--- src/rtl/mioad_pkg.sv ---
package mioad_pkg;

   // active-low chip selects, one bit per device
   typedef struct packed {
      logic eprom_n;
      logic sram_n;
      logic combo_chip_select_n;
      logic keypad_n;
      logic serial_n;
      logic expio_n;
   } mioad_sel_s;

   typedef logic [15:0] mioad_addr_t;

   // reset values
   localparam mioad_sel_s  SEL_IDLE  = '{1'b1, 1'b1, 1'b1, 1'b1, 1'b1, 1'b1};
   localparam mioad_addr_t ADDR_RST  = 16'h0000;

   // memory decoder input positions and io decoder input positions
   localparam int MEM_SEL_HI = 15;
   localparam int MEM_SEL_LO = 14;
   localparam int IO_SEL_HI  = 7;
   localparam int IO_SEL_LO  = 6;

   // decoder output slots
   localparam logic [1:0] SLOT_0 = 2'h0;
   localparam logic [1:0] SLOT_1 = 2'h1;
   localparam logic [1:0] SLOT_2 = 2'h2;
   localparam logic [1:0] SLOT_3 = 2'h3;

   // window edges of both maps
   localparam mioad_addr_t EPROM_STD_TOP = 16'h3fff;
   localparam mioad_addr_t EPROM_ALT_TOP = 16'h7fff;
   localparam mioad_addr_t SRAM_STD_BASE = 16'h4000;
   localparam mioad_addr_t SRAM_STD_TOP  = 16'hbfff;
   localparam mioad_addr_t SRAM_ALT_BASE = 16'h8000;
   localparam mioad_addr_t COMBO_BASE    = 16'hc000;
   localparam logic [7:0]  IO_COMBO_TOP  = 8'h3f;
   localparam logic [7:0]  IO_KEY_BASE   = 8'h40;
   localparam logic [7:0]  IO_KEY_TOP    = 8'h7f;
   localparam logic [7:0]  IO_SER_BASE   = 8'h80;
   localparam logic [7:0]  IO_SER_TOP    = 8'hbf;
   localparam logic [7:0]  IO_EXP_BASE   = 8'hc0;

endpackage : mioad_pkg

--- src/rtl/mioad_decoder.sv ---
// Behaviour
// [RULE1] standard map: eprom at 0000-3fff
// [RULE2] alternate map: eprom at 0000-7fff
// [RULE3] standard map: static ram at 4000-bfff
// [RULE4] alternate map: static ram at 8000-ffff
// [RULE5] standard map: combo memory at c000-ffff
// [RULE6] combo io part at io 00-3f
// [RULE7] combo ram mirrors across its window
// [RULE8] alternate map never selects combo memory
// [RULE9] memory decode from two top address bits
// [RULE10] alternate map holds second decoder input low
// [RULE11] io decode from bits 7 and 6
// [RULE12] io/mem indicator enables one decoder each
// [RULE13] selects active low, idle outside range
// [RULE14] keypad select at io 40-7f
// [RULE15] serial select at io 80-bf
// [RULE16] expansion select at io c0-ff
// [RULE17] two 16k outputs merged into ram select
// [RULE18] combo select merges memory and io
// [RULE19] unused address lines pass through unchanged
// [RULE20] static input chooses standard or alternate map
module mioad_decoder (
   input  wire logic                 mclk,
   input  wire logic                 resetn,
   input  wire logic                 ce,
   input  wire mioad_pkg::mioad_addr_t addr,
   input  wire logic                 io_mem,
   input  wire logic                 map_layout_option,
   input  wire logic                 eprom_size_option,
   output      mioad_pkg::mioad_sel_s  chip_sel_n,
   output      mioad_pkg::mioad_addr_t addr_out,
   output      logic                 eprom_pin27
);
   import mioad_pkg::*;

   // 2-to-4 decoder with active-low enable and active-low outputs
   function automatic logic [3:0] dec2to4(input logic en_n, input logic [1:0] code);
      logic [3:0] y;
      y = 4'hf;
      if (!en_n) begin
         y[code] = 1'b0;
      end
      return y;
   endfunction : dec2to4

   logic       mem_en_n;
   logic       io_en_n;
   logic [1:0] mem_code;
   logic [1:0] io_code;
   logic [3:0] mem_y_n;
   logic [3:0] io_y_n;
   mioad_sel_s sel_d;
   mioad_sel_s sel_q;
   mioad_addr_t addr_q;
   logic       pin27_d;
   logic       pin27_q;

   // decoder enables from the io/mem indicator and its inverted copy
   // [RULE12] decoder enable steering
   assign io_en_n  = ~io_mem;
   assign mem_en_n = io_mem;

   // memory decoder looks at the top two address bits; alternate map grounds the lower one
   // [RULE9] top-bit memory decode
   // [RULE10] alternate grounds input
   // [RULE20] map option select
   assign mem_code = {addr[MEM_SEL_HI], addr[MEM_SEL_LO] & ~map_layout_option};
   // [RULE11] io bits decode
   assign io_code  = {addr[IO_SEL_HI], addr[IO_SEL_LO]};
   assign mem_y_n  = dec2to4(mem_en_n, mem_code);
   assign io_y_n   = dec2to4(io_en_n, io_code);

   // chip selects from decoder slots
   // [RULE1] eprom standard window
   // [RULE2] eprom alternate window
   assign sel_d.eprom_n = mem_y_n[SLOT_0];
   // [RULE17] negative-or of slots
   // [RULE3] ram standard window
   // [RULE4] ram alternate window
   assign sel_d.sram_n = mem_y_n[SLOT_1] & mem_y_n[SLOT_2];
   // slot 3 is unreachable in the alternate map, so the combo memory drops out there
   // [RULE18] dual mapped select
   // [RULE5] combo memory window
   // [RULE6] combo io window
   // [RULE8] no combo in alternate
   assign sel_d.combo_chip_select_n = mem_y_n[SLOT_3] & io_y_n[SLOT_0];
   // [RULE14] keypad io window
   assign sel_d.keypad_n = io_y_n[SLOT_1];
   // [RULE15] serial io window
   assign sel_d.serial_n = io_y_n[SLOT_2];
   // [RULE16] expansion io window
   assign sel_d.expio_n  = io_y_n[SLOT_3];

   // eprom pin 27 carries a14 for the 32k part, else tied high
   assign pin27_d = eprom_size_option ? addr[MEM_SEL_LO] : 1'b1;

   // output registers, loaded by reset regardless of ce, otherwise frozen while ce is low
   always_ff @(posedge mclk) begin
      if (!resetn) begin
         sel_q   <= SEL_IDLE;
         addr_q  <= ADDR_RST;
         pin27_q <= 1'b1;
      end else if (ce) begin
         sel_q   <= sel_d;
         // [RULE19] address pass-through
         addr_q  <= addr;
         pin27_q <= pin27_d;
      end
   end

   // [RULE7] low bits reach the combo ram
   assign addr_out    = addr_q;
   assign chip_sel_n  = sel_q;
   assign eprom_pin27 = pin27_q;
endmodule : mioad_decoder

--- config.mk ---
export PLATFORM = sky130hd
export DESIGN_NAME = mioad_decoder
export DESIGN_NICKNAME = d
export VERILOG_FILES = /design/src/rtl/mioad_pkg.sv /design/src/rtl/mioad_decoder.sv
export SDC_FILE = /design/constraint.sdc
export NUM_CORES = 1
export LEC_CHECK = 0
export BUFFER_PORTS_ARGS = -buffer_cell sky130_fd_sc_hd__clkbuf_2
export CAP_MARGIN = 40
export CORE_UTILIZATION = 47
export DETAILED_ROUTE_END_ITERATION = 7
export PLACE_DENSITY = 0.81
export SLEW_MARGIN = 25
export SYNTH_ARGS = -nofsm -noshare
export SYNTH_HDL_FRONTEND = slang
export SYNTH_SLANG_ARGS = --single-unit
--- constraint.sdc ---
create_clock -name mclk -period 2 [get_ports mclk]
set_input_delay 0.6 -clock mclk [delete_from_list [all_inputs] [get_ports mclk]]
set_output_delay 0.6 -clock mclk [all_outputs]
set_load 0.05 [all_outputs]
**Word-level counts from Yosys, hierarchy flattened**

Index checks and enable logic that the tools add are counted.

- Bits in registers: 23
- Output and inout bits: 23
- Logic and storage cells: 27

- $lt $le $gt $ge: 4
- Mux-type cells: 7
- Bitwise operators: 6
- Reduce and logical (&&, ||, !) cells: 2

Operator list:

| kind | count |
|---|---|
| $mux 4 | 2 |
| $not 4->4 | 2 |
| $lt 2x3->1 const B | 2 |
| $demux 1 s2 | 2 |
| $ge 2x1->1 const B | 2 |
| $and 1x1->1 | 3 |
| $mux 1 | 3 |
| $logic_and 1x1->1 | 2 |
| $not 1->1 | 1 |

**Longest topological paths before layout**

- Depth after elaboration: 9
- Gate-level depth with buffers: 5
- Depth with buffers taken out: 3

**Least setup slack after synthesis**

OpenSTA, ideal clock, no wires.

- Path kind: input port to flip-flop
- Start: input port map_layout_option
- End: register sel_q (netlist bit chip_sel_n[3])
- Setup time: 120 ps
- Data arrival time: 1154 ps
- Data required time: 1880 ps
- Slack: 726 ps
- Stages on the path: 3
- Path buffers: 0
- Path through: and2b_1 -> nand2_1 -> a211o_1

- Word-level cells in the longest chain between the ends: 9
- Elaborated cells on any way between the ends: 10
- Classes of those cells: order compare: 2; mux: 3; bitwise: 4; reduce/logical: 1

Ends and longest elaborated chain:

| item | RTL line | source |
|---|---|---|
| from (decl) | mioad_decoder.sv:28 | `input wire logic map_layout_option,` |
| $not 1->1 * | mioad_decoder.sv:67 | `assign mem_code = {addr[MEM_SEL_HI], addr[MEM_SEL_LO] & ~map_layout_option};` |
| $and 1x1->1 * | mioad_decoder.sv:67 |  |
| $lt 2x3->1 (implied by the code) / $ge 2x1->1 (equally long branches) | mioad_decoder.sv:41 | `y[code] = 1'b0;` |
| $logic_and 1x1->1 (implied by the code) | mioad_decoder.sv:41 |  |
| $mux 1 (implied by the code) | mioad_decoder.sv:41 |  |
| $demux 1 s2 * | mioad_decoder.sv:41 |  |
| $not 4->4 (no source line) * | n/a |  |
| $mux 4 * | mioad_decoder.sv:40 | `if (!en_n) begin` |
| $and 1x1->1 * | mioad_decoder.sv:86 | `assign sel_d.combo_chip_select_n = mem_y_n[SLOT_3] & io_y_n[SLOT_0];` |
| to (signal assigned) | mioad_decoder.sv:104 | `sel_q <= sel_d;` |
| to (decl) | mioad_decoder.sv:53 | `mioad_sel_s sel_q;` |

Every way passes the cells marked *; elsewhere a longest branch is shown, timed or not.
A chain may end at the register's enable or synchronous reset.

**Worst setup path after layout**

- Start: register sel_q (netlist bit chip_sel_n[3])
- End: output port chip_sel_n[3] in the netlist's numbering

RTL lines:

| item | RTL line | source |
|---|---|---|
| to (decl) | mioad_decoder.sv:30 | `output mioad_pkg::mioad_sel_s chip_sel_n,` |

No word-level cell between the ends.

==> impl_metrics.toml <==
[power]
power_density_nw_per_um2 = 784
ir_drop_uv = 648
power_frac_comb_pct = 22.2
intPower_w = 0.000620
pwr-share-clk_pct = 22.5
seqPwrFrac_pct = 55.4
switchingPower_w = 0.000272
p_leak_nw = 0.562
power.share.switching_pct = 30.5
total_power_w = 0.000892

[sta]
setup_ws_ns = 0.454
fmax_mhz = 647
whs_ns = 0.475
rsz0062_at_grt = "no"
worst_pin_slew_ns = 0.549
period_minus_slack_ns = 1.55
period_share_pct = 77.3
fin_setup_tns_ns = 0
maxSlewViolCount = 0
setup_viol = 0
finalHoldViolations = 0
slew_headroom_pct = 63.4
finClkSkew_ns = 0

[floorplanning]
io_pins = 45
dieArea_um2 = 2080
chipHeight_um = 45.6
row_count = 15
initial_utilization_pct = 51.2
coreArea_um2 = 1750
die_x_um = 45.6

[finish]
antenna_cells = 0
fin_nets = 154
area_delta_synth_final_pct = 27.3
drive_gt1_share_pct = 38.9
fill_cells = 151

[logic_synthesis]
synth_top_area_share_pct = 51.5
yosysWarnings = 0
syn_nets = 109
synth_commonest_cells = "23 x dfxtp_1, 15 x mux2i_1, 11 x nor2_1"
synth_area_leader_cell = "dfxtp_1"
synth.most_common_cell = "dfxtp_1"
synth_area_um2 = 893
ys_seq_elements = 23
avgSynthCellArea_um2 = 10.3
synthCells = 87
async_reset_ff_share_pct = 0
yosysSeqAreaShare_pct = 51.5
synth_area_leaders = "dfxtp_1 52%, mux2i_1 17%, nor2_1 4.6%, nor2b_1 4.2%, nand2_1 2.9%"
ys.flop_type = "dfxtp_1"
synth-edff-count = 0
yosysUniqueCellTypes = 24

[global_routing]
grt_util_met1_pct = 21.5
grt.busiest_layer = "met2"
grt_pass1_vias = 634
grt_usage_pct = 17.3
grt_use_met3_pct = 3.97
grt_max_degree = 25
met2_usage_pct = 28.6
grt_pass1_wl_mm = 2.61
antenna_found_initial = 0
overflow = 0

[setup_path]
crit_fanout = 2
cp.arrival_ns = 0.95
crit_slowest_cell = "dfxtp_1"
start_kind = "flop"
slowest_delay_ns = 0.37
cp_cell_sequence = "clkbuf_2"
crit_buf_inv = 1
crit_type = "flop to primary output"
critPathTopFamily = "flip-flops"
required_ns = 1.40
crit_path_end_kind = "primary output"

[cts]
clock_path_buffers = 2
insertion_delay_ns = 0.29
numCtsBuffers = 3
root_buffer = "clkbuf_4"
post_cts_resized = 0
htree_levels = 1
post_cts_buffers = 0
cts_tree = "built"
ctsHoldBuffers = 0
numClockSinks = 23
clkTransAtPathRegs_ns = 0.11

[hold_path]
hold_path.class = "flop to flop"

[detailed_routing]
ant_nets = 0
first_pass_iters = 4
avgViaCountPerCell = 4.75
drt_iter0_markers = 10
finalWirelength_mm = 1.70
vias = 741
drt_drc_violations_left = 0
wl_per_cell_um = 10.9

[run_status]
status = "finished, final reports clean"

[place]
portBuffers = 44
place_ws_ns = 0.273
place_congestion = 0.703
hpwlAfterDp_mm = 1.28

[job]
maxCapViolations = 0
-- cell type report --
cell class / count / area (µm²) / area share, %
flip-flops and latches: 23 / 460 / 40.5
multi-input cells: 58 / 388 / 34.1
clock buffers: 4 / 26.3 / 2.31
well taps: 25 / 31.3 / 2.75
repair buffers: 45 / 228 / 20.0
inverters: 1 / 3.75 / 0.330
-- metal layers --
layer,up-vias,part of all wire (%)
met2,22,50
li1,383,-
met1,334,44
met5,-,0
met3,2,4.7
met4,0,0.82
-- path summary, 6_finish.rpt --
| kind | from | slack [ns] | depth (start not counted) | to |
|---|---|---|---|---|
| hold reg to reg | eprom_pin27$_SDFFE_PN1P_ | 0.48 | 2 | eprom_pin27$_SDFFE_PN1P_ |
| setup / recovery | chip_sel_n[3]$_SDFFE_PN1P_ | 0.45 | 1 | chip_sel_n[3] |
| setup reg to reg | chip_sel_n[3]$_SDFFE_PN1P_ | 1.15 | 3 | chip_sel_n[3]$_SDFFE_PN1P_ |
| hold / removal | eprom_pin27$_SDFFE_PN1P_ | 0.48 | 2 | eprom_pin27$_SDFFE_PN1P_ |
-- power by group through the flow --
stage	registers (W)	logic, W	clock network, W
2_1_floorplan	0.000588	0.0000638	0
3_3_place_gp	0.000504	0.000195	0
3_5_place_dp	0.000505	0.000198	0
4_1_cts	0.000494	0.000199	0.000211
5_1_grt	0.000497	0.000210	0.000228
6_report	0.000494	0.000198	0.000200
-- cells in the final DEF, fill, tap and decap left out, drive strengths merged --
| master | n |
|---|---|
| clkbuf | 48 |
| dfxtp | 23 |
| mux2i | 15 |
| nor2 | 12 |
| nand2 | 7 |
| nor2b | 6 |
| o21ai | 4 |
| nand2b | 2 |
| o22ai | 2 |
| a21oi | 2 |
| inv | 1 |
| and2b | 1 |
| nor4b | 1 |
| xor2 | 1 |
| nor3 | 1 |
| a31oi | 1 |
| a211o | 1 |
| nand4b | 1 |
| nand3b | 1 |
| buf | 1 |
-- sequential cells by signal, summed over array words and instances (netlist names) --
register and cells:
chip_sel_n 6, eprom_pin27 1, addr_out 16
-- stage by stage --
| step | instances | utilization, % | instance area, µm² |
|---|---|---|---|
| after floorplan | 87 | - | 893 |
| after global placement | 152 | 63.7 | 1110 |
| after detailed placement | 152 | 63.7 | 1110 |
| after CTS | 156 | 65.2 | 1140 |
| after global routing | 156 | 65.2 | 1140 |
| final | 156 | 65.2 | 1140 |
-- kinds of logic (layout without fill, tap and decap cells) --
| group | Yosys count | after routing | share of synthesized area [%] |
|---|---|---|---|
| and+or+nand+nor | 32 | 32 | 18.8 |
| AOI/OAI and AO/OA | 10 | 10 | 6.86 |
| xor gates and xnor gates | 1 | 1 | 0.981 |
| muxes | 15 | 15 | 16.8 |
| buffers and inverters | 6 | 50 | 5.04 |
| DFF | 23 | 23 | 51.5 |
(Power assumes the default switching activity.)
